==> src/logic/fdh_defs.svh <==
// Purpose: constants of the flash-store command handler
// Assumes: one 20 MHz clock, byte streams on both sides
// Notes: header layout is big-endian, eight bytes before payload
`ifndef FDH_DEFS_SVH
`define FDH_DEFS_SVH

`define FDH_CMD_ERASE 8'h01
`define FDH_CMD_STORE 8'h02
`define FDH_CMD_CLEAR_STORE 8'h03
`define FDH_CMD_READ 8'h04
`define FDH_REPLY_FLAG 8'h80
`define FDH_STATUS_RSVD 7'h00
`define FDH_LAST_BLOCK 16'h009f
`define FDH_BLOCK_BYTES 17'h00200
`define FDH_HDR_LAST 4'h7
`define FDH_FIFO_DEPTH 16

`endif

==> src/logic/fdh_pkg.sv <==
// Purpose: types shared by the flash-store command handler
// Assumes: fdh_defs.svh holds every number
// Notes: header struct packs byte 0 into the top bits
package fdh_pkg;

`include "fdh_defs.svh"

	typedef struct packed
	{
		logic [7:0] cmd;
		logic [7:0] opt;
		logic [15:0] block;
		logic [15:0] start;
		logic [15:0] count;
	} fdh_req_type;

	typedef struct packed
	{
		logic last;
		logic [7:0] data;
	} fdh_byte_type;

	typedef enum logic [2:0]
	{
		FDH_OP_NONE = 3'h0,
		FDH_OP_ERASE_BLOCK = 3'h1,
		FDH_OP_ERASE_ALL = 3'h2,
		FDH_OP_WRITE = 3'h3,
		FDH_OP_READ = 3'h4
	} fdh_op_type;

	typedef struct packed
	{
		fdh_op_type op;
		logic [7:0] block;
		logic [8:0] offset;
		logic [7:0] wdata;
	} fdh_flash_cmd_type;

	typedef enum logic [8:0]
	{
		FDH_ST_HDR = 9'h001,
		FDH_ST_CHECK = 9'h002,
		FDH_ST_ERASE = 9'h004,
		FDH_ST_WDATA = 9'h008,
		FDH_ST_WWAIT = 9'h010,
		FDH_ST_DRAIN = 9'h020,
		FDH_ST_REPLY = 9'h040,
		FDH_ST_RWAIT = 9'h080,
		FDH_ST_RPUSH = 9'h100
	} fdh_state_type;

endpackage

==> src/logic/fdh_handler.sv <==
// Purpose: flash-store command handler: erase, store, clear-then-store, read
// Assumes: request and reply streams and flash port run on clk_i
// Notes: replies leave through a 16-word FIFO; tx back-pressure stalls the handler
//
// How it works
// - erase reply carries code 0x81 to requester
// - outcome bit zero set on failure only
// - erase reply echoes block and start index
// - erase reply count zero, no payload
// - codes 0x02 store, 0x03 clear-then-store
// - clear-then-store erases whole block first
// - store block index 0..159, one block
// - payload written from start index onward
// - byte count zero erases whole store
// - store replies 0x82, clear-then-store 0x83
// - store replies echo indices, count zero
// - read code 0x04 fetches requested bytes
// - store replies only for unicast, to source
// - big-endian header, payload from offset 8
// - broadcast requests get no reply
// - read reply 0x84 carries bytes read
`timescale 1ns/10ps
`include "fdh_defs.svh"

module fdh_fifo #(
	parameter int WIDTH = 9,
	parameter int DEPTH = 16
) (
	// clock and reset
	input wire logic clk_i,
	input wire logic rst_i,
	// fill side
	input wire logic in_valid_i,
	input wire logic [WIDTH-1:0] in_data_i,
	output logic in_ready_o,
	// drain side
	output logic out_valid_o,
	output logic [WIDTH-1:0] out_data_o,
	input wire logic out_ready_i
);
	localparam int AW = $clog2(DEPTH);
	localparam logic [AW:0] FULL = (AW+1)'(DEPTH);

	logic [WIDTH-1:0] mem [DEPTH];
	logic [AW-1:0] wr_ptr_reg, wr_ptr_next, rd_ptr_reg, rd_ptr_next;
	logic [AW:0] count_reg, count_next;
	logic out_valid_reg, out_valid_next;
	logic [WIDTH-1:0] out_data_reg, out_data_next;
	logic push, load;

	always_comb
	begin
		in_ready_o = (count_reg != FULL);
		push = in_valid_i && in_ready_o;
		// output stage refills as soon as it empties or is taken
		load = (count_reg != '0) && (!out_valid_reg || out_ready_i);
		wr_ptr_next = wr_ptr_reg;
		rd_ptr_next = rd_ptr_reg;
		count_next = count_reg;
		out_valid_next = out_valid_reg;
		out_data_next = out_data_reg;
		if (push)
		begin
			wr_ptr_next = wr_ptr_reg + 1'b1;
		end
		if (load)
		begin
			rd_ptr_next = rd_ptr_reg + 1'b1;
			out_valid_next = 1'b1;
			out_data_next = mem[rd_ptr_reg];
		end
		else if (out_ready_i)
		begin
			out_valid_next = 1'b0;
		end
		if (push && !load)
		begin
			count_next = count_reg + 1'b1;
		end
		else if (load && !push)
		begin
			count_next = count_reg - 1'b1;
		end
	end

	always_ff @(posedge clk_i)
	begin
		if (push)
		begin
			mem[wr_ptr_reg] <= in_data_i;
		end
	end

	always_ff @(posedge clk_i or posedge rst_i)
	begin
		if (rst_i)
		begin
			wr_ptr_reg <= '0;
			rd_ptr_reg <= '0;
			count_reg <= '0;
			out_valid_reg <= 1'b0;
			out_data_reg <= '0;
		end
		else
		begin
			wr_ptr_reg <= wr_ptr_next;
			rd_ptr_reg <= rd_ptr_next;
			count_reg <= count_next;
			out_valid_reg <= out_valid_next;
			out_data_reg <= out_data_next;
		end
	end

	assign out_valid_o = out_valid_reg;
	assign out_data_o = out_data_reg;
endmodule

module fdh_handler (
	// clock and reset
	input wire logic clk_i,
	input wire logic rst_i,
	// request byte stream
	input wire logic rx_valid_i,
	input wire logic [7:0] rx_data_i,
	input wire logic rx_last_i,
	input wire logic rx_unicast_i,
	output logic rx_ready_o,
	// reply byte stream
	output logic tx_valid_o,
	output logic [7:0] tx_data_o,
	output logic tx_last_o,
	input wire logic tx_ready_i,
	// flash store port
	output logic flash_req_o,
	output fdh_pkg::fdh_flash_cmd_type flash_cmd_o,
	input wire logic flash_done_i,
	input wire logic flash_fail_i,
	input wire logic [7:0] flash_rdata_i,
	// status
	output logic busy_o
);
	import fdh_pkg::*;

	fdh_state_type state_reg, state_next;
	fdh_req_type hdr_reg, hdr_next;
	logic [3:0] hdr_cnt_reg, hdr_cnt_next;
	logic [3:0] idx_reg, idx_next;
	logic unicast_reg, unicast_next;
	logic frame_done_reg, frame_done_next;
	logic fail_reg, fail_next;
	logic [15:0] remain_reg, remain_next;
	logic [15:0] offset_reg, offset_next;
	logic [7:0] rdata_reg, rdata_next;
	logic flash_req_reg, flash_req_next;
	fdh_flash_cmd_type flash_cmd_reg, flash_cmd_next;
	logic rx_ready_reg, rx_ready_next;
	logic busy_reg, busy_next;

	logic take, push_valid, push_ready, known, bad_block, bad_span, is_read, is_store;
	logic read_data;
	logic [15:0] reply_count;
	fdh_state_type finish_state;
	fdh_byte_type push_byte, out_byte;

	function automatic logic [7:0] reply_byte(input fdh_req_type h, input logic f,
		input logic [3:0] i, input logic [15:0] cnt);
		case (i)
			4'h0: reply_byte = h.cmd | `FDH_REPLY_FLAG;
			4'h1: reply_byte = {`FDH_STATUS_RSVD, f};
			4'h2: reply_byte = h.block[15:8];
			4'h3: reply_byte = h.block[7:0];
			4'h4: reply_byte = h.start[15:8];
			4'h5: reply_byte = h.start[7:0];
			4'h6: reply_byte = cnt[15:8];
			default: reply_byte = cnt[7:0];
		endcase
	endfunction

	always_comb
	begin
		take = rx_valid_i && rx_ready_reg;
		is_read = (hdr_reg.cmd == `FDH_CMD_READ);
		is_store = (hdr_reg.cmd == `FDH_CMD_STORE) || (hdr_reg.cmd == `FDH_CMD_CLEAR_STORE);
		known = is_read || is_store || (hdr_reg.cmd == `FDH_CMD_ERASE);
		bad_block = (hdr_reg.block > `FDH_LAST_BLOCK);
		bad_span = ({1'b0, hdr_reg.start} + {1'b0, hdr_reg.count}) > `FDH_BLOCK_BYTES;
		read_data = is_read && !fail_reg && (hdr_reg.count != 16'h0000);
		// only a good read carries data; all other replies keep count zero
		reply_count = (is_read && !fail_reg) ? hdr_reg.count : 16'h0000;
		// no reply for broadcast or unknown commands
		finish_state = !frame_done_reg ? FDH_ST_DRAIN :
			(unicast_reg ? FDH_ST_REPLY : FDH_ST_HDR);
		push_valid = 1'b0;
		push_byte = '0;
		state_next = state_reg;
		hdr_next = hdr_reg;
		hdr_cnt_next = hdr_cnt_reg;
		idx_next = idx_reg;
		unicast_next = unicast_reg;
		frame_done_next = frame_done_reg;
		fail_next = fail_reg;
		remain_next = remain_reg;
		offset_next = offset_reg;
		rdata_next = rdata_reg;
		flash_req_next = flash_req_reg;
		flash_cmd_next = flash_cmd_reg;
		flash_cmd_next.block = hdr_reg.block[7:0];
		case (state_reg)
			FDH_ST_HDR:
			begin
				if (take)
				begin
					hdr_next = fdh_req_type'({hdr_reg[55:0], rx_data_i});
					if (hdr_cnt_reg == 4'h0)
					begin
						unicast_next = rx_unicast_i;
					end
					fail_next = 1'b0;
					frame_done_next = rx_last_i;
					if (hdr_cnt_reg == `FDH_HDR_LAST)
					begin
						hdr_cnt_next = 4'h0;
						state_next = FDH_ST_CHECK;
					end
					else if (rx_last_i)
					begin
						// runt frame: dropped silently
						hdr_cnt_next = 4'h0;
					end
					else
					begin
						hdr_cnt_next = hdr_cnt_reg + 4'h1;
					end
				end
			end
			FDH_ST_CHECK:
			begin
				remain_next = hdr_reg.count;
				offset_next = hdr_reg.start;
				idx_next = 4'h0;
				flash_cmd_next.offset = 9'h000;
				if (!known)
				begin
					unicast_next = 1'b0;
					state_next = frame_done_reg ? FDH_ST_HDR : FDH_ST_DRAIN;
				end
				else if (!is_read && hdr_reg.count == 16'h0000)
				begin
					flash_req_next = 1'b1;
					flash_cmd_next.op = FDH_OP_ERASE_ALL;
					state_next = FDH_ST_ERASE;
				end
				else if (bad_block || (!(hdr_reg.cmd == `FDH_CMD_ERASE) && bad_span))
				begin
					fail_next = 1'b1;
					state_next = finish_state;
				end
				else if (is_read)
				begin
					state_next = finish_state;
				end
				else if (hdr_reg.cmd == `FDH_CMD_STORE)
				begin
					state_next = FDH_ST_WDATA;
				end
				else
				begin
					flash_req_next = 1'b1;
					flash_cmd_next.op = FDH_OP_ERASE_BLOCK;
					state_next = FDH_ST_ERASE;
				end
			end
			FDH_ST_ERASE:
			begin
				if (flash_done_i)
				begin
					flash_req_next = 1'b0;
					fail_next = fail_reg | flash_fail_i;
					// zero count or plain erase ends here; store waits for erase
					if (is_store && remain_reg != 16'h0000 && !flash_fail_i)
					begin
						state_next = FDH_ST_WDATA;
					end
					else
					begin
						state_next = finish_state;
					end
				end
			end
			FDH_ST_WDATA:
			begin
				if (frame_done_reg)
				begin
					// payload shorter than the byte count
					fail_next = 1'b1;
					state_next = finish_state;
				end
				else if (take)
				begin
					flash_req_next = 1'b1;
					flash_cmd_next.op = FDH_OP_WRITE;
					flash_cmd_next.offset = offset_reg[8:0];
					flash_cmd_next.wdata = rx_data_i;
					offset_next = offset_reg + 16'h0001;
					remain_next = remain_reg - 16'h0001;
					frame_done_next = rx_last_i;
					state_next = FDH_ST_WWAIT;
				end
			end
			FDH_ST_WWAIT:
			begin
				if (flash_done_i)
				begin
					flash_req_next = 1'b0;
					fail_next = fail_reg | flash_fail_i;
					state_next = (remain_reg == 16'h0000) ? finish_state : FDH_ST_WDATA;
				end
			end
			FDH_ST_DRAIN:
			begin
				if (take && rx_last_i)
				begin
					frame_done_next = 1'b1;
					state_next = unicast_reg ? FDH_ST_REPLY : FDH_ST_HDR;
				end
			end
			FDH_ST_REPLY:
			begin
				push_valid = 1'b1;
				push_byte.data = reply_byte(hdr_reg, fail_reg, idx_reg, reply_count);
				push_byte.last = (idx_reg == `FDH_HDR_LAST) && !read_data;
				if (push_ready)
				begin
					idx_next = idx_reg + 4'h1;
					if (idx_reg == `FDH_HDR_LAST)
					begin
						if (read_data)
						begin
							flash_req_next = 1'b1;
							flash_cmd_next.op = FDH_OP_READ;
							flash_cmd_next.offset = offset_reg[8:0];
							state_next = FDH_ST_RWAIT;
						end
						else
						begin
							state_next = FDH_ST_HDR;
						end
					end
				end
			end
			FDH_ST_RWAIT:
			begin
				if (flash_done_i)
				begin
					flash_req_next = 1'b0;
					rdata_next = flash_rdata_i;
					offset_next = offset_reg + 16'h0001;
					remain_next = remain_reg - 16'h0001;
					state_next = FDH_ST_RPUSH;
				end
			end
			FDH_ST_RPUSH:
			begin
				push_valid = 1'b1;
				push_byte.data = rdata_reg;
				push_byte.last = (remain_reg == 16'h0000);
				if (push_ready)
				begin
					if (remain_reg == 16'h0000)
					begin
						state_next = FDH_ST_HDR;
					end
					else
					begin
						flash_req_next = 1'b1;
						flash_cmd_next.op = FDH_OP_READ;
						flash_cmd_next.offset = offset_reg[8:0];
						state_next = FDH_ST_RWAIT;
					end
				end
			end
			default:
			begin
				state_next = FDH_ST_HDR;
			end
		endcase
		// ready must not outlive the frame, or a new frame's byte is eaten
		rx_ready_next = (state_next == FDH_ST_HDR) || (state_next == FDH_ST_DRAIN) ||
			((state_next == FDH_ST_WDATA) && !frame_done_next);
		busy_next = (state_next != FDH_ST_HDR);
	end

	always_ff @(posedge clk_i or posedge rst_i)
	begin
		if (rst_i)
		begin
			state_reg <= FDH_ST_HDR;
			hdr_reg <= '0;
			hdr_cnt_reg <= 4'h0;
			idx_reg <= 4'h0;
			unicast_reg <= 1'b0;
			frame_done_reg <= 1'b0;
			fail_reg <= 1'b0;
			remain_reg <= 16'h0000;
			offset_reg <= 16'h0000;
			rdata_reg <= 8'h00;
			flash_req_reg <= 1'b0;
			flash_cmd_reg <= '0;
			rx_ready_reg <= 1'b0;
			busy_reg <= 1'b0;
		end
		else
		begin
			state_reg <= state_next;
			hdr_reg <= hdr_next;
			hdr_cnt_reg <= hdr_cnt_next;
			idx_reg <= idx_next;
			unicast_reg <= unicast_next;
			frame_done_reg <= frame_done_next;
			fail_reg <= fail_next;
			remain_reg <= remain_next;
			offset_reg <= offset_next;
			rdata_reg <= rdata_next;
			flash_req_reg <= flash_req_next;
			flash_cmd_reg <= flash_cmd_next;
			rx_ready_reg <= rx_ready_next;
			busy_reg <= busy_next;
		end
	end

	fdh_fifo #(
		.WIDTH($bits(fdh_byte_type)),
		.DEPTH(`FDH_FIFO_DEPTH)
	) u_reply_fifo (
		.clk_i(clk_i),
		.rst_i(rst_i),
		.in_valid_i(push_valid),
		.in_data_i(push_byte),
		.in_ready_o(push_ready),
		.out_valid_o(tx_valid_o),
		.out_data_o(out_byte),
		.out_ready_i(tx_ready_i)
	);

	assign tx_data_o = out_byte.data;
	assign tx_last_o = out_byte.last;
	assign rx_ready_o = rx_ready_reg;
	assign flash_req_o = flash_req_reg;
	assign flash_cmd_o = flash_cmd_reg;
	assign busy_o = busy_reg;
endmodule

==> config.mk <==
export PLATFORM = sky130hd
export DESIGN_NAME = fdh_handler
export DESIGN_NICKNAME = d
export VERILOG_FILES = /design/src/logic/fdh_pkg.sv /design/src/logic/fdh_handler.sv
export VERILOG_INCLUDE_DIRS = /design/src /design/src/logic
export SDC_FILE = /design/constraint.sdc
export NUM_CORES = 1
export LEC_CHECK = 0
export BUFFER_PORTS_ARGS = -buffer_cell sky130_fd_sc_hd__buf_2
export CAP_MARGIN = 20
export CELL_PAD_IN_SITES_DETAIL_PLACEMENT = 1
export CELL_PAD_IN_SITES_GLOBAL_PLACEMENT = 1
export CORE_ASPECT_RATIO = 0.7
export CORE_MARGIN = 8
export CORE_UTILIZATION = 45
export DETAILED_ROUTE_END_ITERATION = 8
export PLACE_DENSITY_LB_ADDON = 0.1
export SLEW_MARGIN = 20
export SYNTH_ARGS = -nofsm -noshare
export SYNTH_HDL_FRONTEND = slang
export SYNTH_SLANG_ARGS = --single-unit
==> constraint.sdc <==
create_clock -name clk_i -period 5.07 [get_ports clk_i]
set_input_delay 0.2535 -clock clk_i [delete_from_list [all_inputs] [get_ports clk_i]]
set_output_delay 0.2535 -clock clk_i [all_outputs]
set_load 0.01 [all_outputs]
==> results of run 1 <==
-- per-layer routing --
metal	vias up	part of all wire (%)	GRT usage, %
met5	-	0	0
met4	0	2.0	5.73
met3	60	7.1	4.25
met2	324	40	30.7
met1	5631	50	36.4
li1	4989	-	-
-- repair_timing --
action                                 in CTS  in global routing
hold buffers                               18                  0
setup buffers                               0                  0
endpoints found under the hold margin     123                  0
-- cells in the final DEF, fill, tap and decap left out, types with 14 or more instances in the layout --
| cell type | Yosys | layout |
|---|---|---|
| nand2_1 | 296 | 295 |
| dfrtp_1 | 170 | 169 |
| edfxtp_1 | 144 | 144 |
| nor2_1 | 71 | 70 |
| o21ai_0 | 72 | 70 |
| buf_2 | 4 | 64 |
| a21oi_1 | 58 | 58 |
| mux4_2 | 45 | 45 |
| clkbuf_16 | 0 | 35 |
| ha_1 | 33 | 33 |
| mux2_2 | 32 | 32 |
| buf_4 | 0 | 32 |
| nand3_1 | 28 | 28 |
| inv_1 | 29 | 28 |
| nor3_1 | 25 | 25 |
| a31oi_1 | 18 | 18 |
| dlygate4sd3_1 | 0 | 18 |
| a22oi_1 | 16 | 16 |
| nand4_1 | 14 | 14 |
-- worst max-delay path by stage --
stage,cells after the start,slack (ps),start,end
after floorplan,1,190,rst_i,busy_o
after global placement,11,1300,hdr_reg[0],flash_cmd_o[27]
after CTS,11,1240,hdr_reg[0],flash_cmd_o[27]
after global routing,11,1080,hdr_reg[0],flash_cmd_o[27]
after detailed placement,11,1270,hdr_reg[0],flash_cmd_o[27]
final,11,1180,hdr_reg[0],flash_cmd_o[27]
-- report_power, final --
group / internal [uW] / leakage, uW / switching, uW / total (uW)
sequential: 3010 / 0.00346 / 576 / 3580
clock: 1510 / 0.000546 / 1050 / 2560
combinational: 1000 / 0.00303 / 1420 / 2430
-- cells by family after synthesis --
kind of cell	share of synthesized area, %
AOI/OAI and AO/OA	10.7
buffers and inverters	2.29
DFF	57.4
and+or+nand+nor	15.9
xor gates and xnor gates	1.29
muxes	9.37
adders and majority gates	3.02
-- area by class of cell --
cell class              instances  area, um2  share of cell area [%]
clock buffers                  47        941                    5.46
flip-flops and latches        315       8610                    50.0
inverters                      29        116                   0.676
repair buffers                115        761                    4.42
multi-input cells             909       6060                    35.2
well taps                     435        544                    3.16
clock inverters                14        194                    1.13
-- stage by stage --
stage | hold WS, ps | cells
5_1_grt | 14.5 | 1864
3_5_place_dp | 443 | 1785
2_1_floorplan | 366 | 1314
6_report | 28.9 | 1864
3_3_place_gp | 430 | 1785
4_1_cts | 14.7 | 1864
==> impl_metrics.tcl, run 1 <==
set metrics [dict create \
    crit-reg2reg-launch "hdr_reg[0]" \
    vias 11000 \
    r2r_slack_ps 1180 \
    postCtsResizedCells 0 \
    die_area_um2 39500 \
    cp_top_family "compound AO/OA/AOI/OAI gates" \
    critPathLaunchType "flip-flop" \
    worstSetupPathType "reg -> reg" \
    yosysTopAreaCellShare_pct 28.8 \
    synth_ff_type "dfrtp_1" \
    first_pass_iters 5 \
    post-route-drc-count 0 \
    rows 56 \
    grt_pass1_wl_mm 68.6 \
    num_antenna_cells 0 \
    path_buf_inv 0 \
    portBuffers 64 \
    fin_crit_ps 3890 \
    antenna_found_initial 0 \
    hold_depth 2 \
    globalplace.congestion 0.938 \
    cts_tree "yes" \
    async_reset_ff_share_pct 54.3 \
    reg2reg_depth 11 \
    seq_area_frac_synth_pct 57.4 \
    slew_headroom_pct 28.0 \
    largest_reg_flops 144 \
    layout_worst_path_cycle_share_pct 76.8 \
    synth_warnings 0 \
    min_from "flash_rdata_i[1]" \
    syn-num-nets 1373 \
    critPathMaxFanout 6 \
    yosys.area.top_type "edfxtp_1" \
    power.total_uw 8570 \
    wl_per_cell_um 23.6 \
    final_core_util_pct 52.0 \
    leakage_uw 0.00703 \
    drive_gt1_share_pct 17.3 \
    boundaryPins 65 \
    hold_class "in -> reg" \
    cp.arrival_ps 4290 \
    finalHoldViolCount 0 \
    antenna_left 0 \
    setup_slack_ps 1180 \
    preCtsSetupSlack_ps 1270 \
    max_clock_freq_mhz 257 \
    syn-cell-area_um2 15000 \
    status "finished clean" \
    hold_end "rdata_reg[1]" \
    avgSynthCellArea_um2 11.4 \
    report.final.slew_viol_count 0 \
    core_um2 33100 \
    cts_buffers 34 \
    regToRegEndpoint "flash_cmd_o[27]" \
    powerDensity_nw_per_um2 498 \
    wl_mm 43.9 \
    root_buffer "clkbuf_16" \
    cts.clk_slew.worst_paths_ps 60 \
    vdd_ir_drop_max_mv 0.324 \
    cts.path.max_buffers 3 \
    die_x_um 234 \
    rsz0062_at_grt "no" \
    synth_common_cells "296 x nand2_1, 170 x dfrtp_1, 144 x edfxtp_1" \
    grt_pass1_vias 11200 \
    slowest_delay_ps 540 \
    synth_edf_count 144 \
    grt_max_degree 102 \
    start_util_pct 45.2 \
    cp-end-kind "flip-flop" \
    die_h_um 169 \
    insertion_delay_ps 540 \
    synth.distinct_cells 79 \
    drt_iter0_markers 890 \
    finalNetCount 1463 \
    yosys.cell_count.top_type "nand2_1" \
    tightest_slew_ps 1080 \
    placed_cell_area_um2 15900 \
    skew_ps 29.5 \
    nFillCells 3503 \
    overflow 0 \
    clock-sinks 315 \
    syn_to_final_growth_pct 14.9 \
    cp_slowest_cell "a2111oi_4" \
    cap_violations 0 \
    synth.area.top_cells "edfxtp_1 29%, dfrtp_1 28%, nand2_1 7.4%, mux4_2 6.8%, ha_1 2.8%" \
    crit_chain "ha_1 > fa_1 > a21o_1 > a221o_1 > a21boi_1 > xor2_1 > nand4_1 > a2111oi_4 > nand3_2 > a31oi_4 > mux2_1" \
    detail_route.vias_per_cell 5.90 \
    fin_tns_setup_ps 0 \
    track_usage_pct 22.7 \
    netlist_instances 1314 \
    final_area_um2 17200 \
    htree_num_levels 2 \
    worstPathRequired_ps 5470 \
    place_hpwl_mm 30.9 \
    finalSetupViolCount 0 \
    synth-seq-cells 315 \
]
Note: power is estimated with default switching activity, not from simulation.
==> run 2: changes to the inputs <==
--- a/config.mk
+++ b/config.mk
@@ -6,6 +6,7 @@
 export SDC_FILE = /design/constraint.sdc
 export NUM_CORES = 1
 export LEC_CHECK = 0
+export ABC_AREA = 1
 export BUFFER_PORTS_ARGS = -buffer_cell sky130_fd_sc_hd__buf_2
 export CAP_MARGIN = 20
 export CELL_PAD_IN_SITES_DETAIL_PLACEMENT = 1
==> constraint.sdc (replaced) <==
create_clock -name clk_i -period 3.59 [get_ports clk_i]
set_input_delay 0.1795 -clock clk_i [delete_from_list [all_inputs] [get_ports clk_i]]
set_output_delay 0.1795 -clock clk_i [all_outputs]
set_load 0.01 [all_outputs]
==> run 2 against run 1 <==
Compared with the run above:
- area after synthesis rose by 3.2%
- critical path depth rose by 4
- sequential power is 35% higher
- largest cell class unchanged
- largest power group unchanged
- utilization up 0.71 points
- power increased by 48%
- worst setup slack lost 640 ps
- register-to-register slack worse by 640 ps
- via count grew 16%
- first-iteration DRC count rose by 41%
==> impl_metrics.tcl, run 2 <==
set metrics [dict create \
    yosys.area.top_type "edfxtp_1" \
    drt_iter0_markers 1256 \
    yosysTopAreaCellShare_pct 28.0 \
    critPathMaxFanout 11 \
    rows 56 \
    wl_mm 49.0 \
    drive_gt1_share_pct 12.1 \
    rsz0062_at_grt "no" \
    tightest_slew_ps 957 \
    vdd_ir_drop_max_mv 0.882 \
    track_usage_pct 24.2 \
    power.total_uw 12700 \
    fin_tns_setup_ps 0 \
    die_h_um 171 \
    cp-end-kind "flip-flop" \
    finalSetupViolCount 0 \
    regToRegEndpoint "u_reply_fifo.count_reg[4]" \
    finalNetCount 1846 \
    worstPathRequired_ps 4050 \
    skew_ps 16.3 \
    cts_setup_buffers 0 \
    async_reset_ff_share_pct 54.3 \
    largest_reg_flops 144 \
    netlist_instances 1684 \
    die_area_um2 40700 \
    detail_route.vias_per_cell 5.63 \
    portBuffers 64 \
    die_x_um 238 \
    leakage_uw 0.00751 \
    syn-cell-area_um2 15500 \
    insertion_delay_ps 530 \
    syn_to_final_growth_pct 14.8 \
    synth_common_cells "297 x nand2_1, 224 x o21ai_0, 199 x inv_1" \
    report.final.slew_viol_count 0 \
    final_common_cell "nand2_1" \
    crit_chain "nor2_2 > nand2_2 > inv_1 > nand3_2 > inv_1 > nor2_1 > nor2_2 > ha_1 > inv_1 > fa_1 > a21o_1 > a21oi_1 > nor2_1 > nor2_1 > xor2_1" \
    cp_slowest_cell "dfrtp_1" \
    place_hpwl_mm 34.9 \
    synth_ff_type "dfrtp_1" \
    globalplace.congestion 0.904 \
    wl_per_cell_um 21.5 \
    min_from "flash_fail_i" \
    grt_max_degree 115 \
    antenna_left 0 \
    r2r_slack_ps 540 \
    max_clock_freq_mhz 328 \
    cts.path.max_buffers 3 \
    cap_violations 0 \
    fin_crit_ps 3050 \
    first_pass_iters 5 \
    overflow 0 \
    root_buffer "clkbuf_16" \
    synth_warnings 0 \
    cts.clk_slew.worst_paths_ps 70 \
    reg2reg_depth 15 \
    synth.area.top_cells "edfxtp_1 28%, dfrtp_1 28%, o21ai_0 7.2%, nand2_1 7.2%, inv_1 4.8%" \
    core_um2 33700 \
    slowest_delay_ps 440 \
    vias 12800 \
    synth_edf_count 144 \
    powerDensity_nw_per_um2 715 \
    grt_pass1_wl_mm 76.6 \
    synth-seq-cells 315 \
    worstSetupPathType "reg -> reg" \
    slew_headroom_pct 35.7 \
    clock-sinks 315 \
    cts_buffers 34 \
    avgSynthCellArea_um2 9.18 \
    grt_pass1_vias 13000 \
    boundaryPins 65 \
    cp-endpoint "u_reply_fifo.count_reg[4]" \
    cts_tree "yes" \
    start_util_pct 45.9 \
    critPathLaunchType "flip-flop" \
    layout_worst_path_cycle_share_pct 85.0 \
    crit-reg2reg-launch "state_reg[5]" \
    seq_area_frac_synth_pct 55.6 \
    layout_common_cells "297 x nand2_1, 224 x o21ai_0, 198 x inv_1, 175 x nor2_1, 169 x dfrtp_1" \
    syn-num-nets 1743 \
    ctsHoldBuffers 20 \
    yosys.cell_count.top_type "nand2_1" \
    status "finished clean" \
    htree_num_levels 2 \
    postCtsResizedCells 0 \
    finalHoldViolCount 0 \
    antenna_found_initial 0 \
    synth.distinct_cells 50 \
    post-route-drc-count 0 \
    hold_class "in -> reg" \
    startpoint "state_reg[5]" \
    cp.arrival_ps 3510 \
]
[run 2: cell count changes after synthesis, sizes merged, moves of 26 or more]
cell    change
inv       +185
nor2      +120
o221ai     +26
mux4       -45
nand3      +44
mux2       -33
o21ai     +150
[run 2: area by class of cell]
cell class	instances	area, um2
clock inverter	19	188
clock buffer	41	917
fill	3861	16000
tap	464	581
sequential	315	8610
antenna	1	2.50
inverter	216	820
timing repair buffer	124	858
multi-input combinational	1096	5780
[run 2: power by group]
part	total (uW)	leakage [uW]	internal [uW]	switching, uW
logic	4340	0.00360	1310	3030
clock network	3530	0.000540	2050	1480
registers	4820	0.00337	4260	559
total	12700	0.00751	7620	5070
[run 2: worst min-delay path by stage]
stage          cells after the start              end  slack [ps]
2_1_floorplan                      2   flash_cmd_o[0]         300
3_3_place_gp                       2  flash_cmd_o[24]         150
3_5_place_dp                       2  flash_cmd_o[22]         150
4_1_cts                            5         fail_reg         110
5_1_grt                            4     state_reg[5]         170
6_report                           5         fail_reg         130
[run 2: cell families after synthesis]
logic type	count (synthesis)	synth area share (%)
buf+inv	273	7.04
simple gates	649	18.6
compound gates	389	14.5
fa+ha+maj	35	2.93
xor+xnor	23	1.30
flops	315	55.6
[run 2: through the flow]
step           instances  worst slack (ps)  instance area [um2]  hold WS [ps]  utilization [%]
6_report            2276               539                17800           131             52.7
5_1_grt             2275               271                17700           170             52.7
4_1_cts             2275               533                17700           115             52.7
3_5_place_dp        2195               600                16400           150             48.8
3_3_place_gp        2195               699                16400           149             48.8
2_1_floorplan       1684               922                15500           296                -
[run 2: worst max-delay path: cells and delay by family (launching register included)]
kind	cells	cell delay (ps)
flops	1	440
xor+xnor	1	150
buf+inv	3	410
compound gates	2	390
simple gates	7	980
fa+ha+maj	2	620
[run 2: routing by layer]
layer | vias up | GRT usage (%) | routed length [um]
met1 | 6456 | 36.6 | 24000
li1 | 5943 | - | -
met5 | - | 0 | 0
met3 | 53 | 5.56 | 3750
met4 | 0 | 4.05 | 542
met2 | 366 | 35.3 | 20700
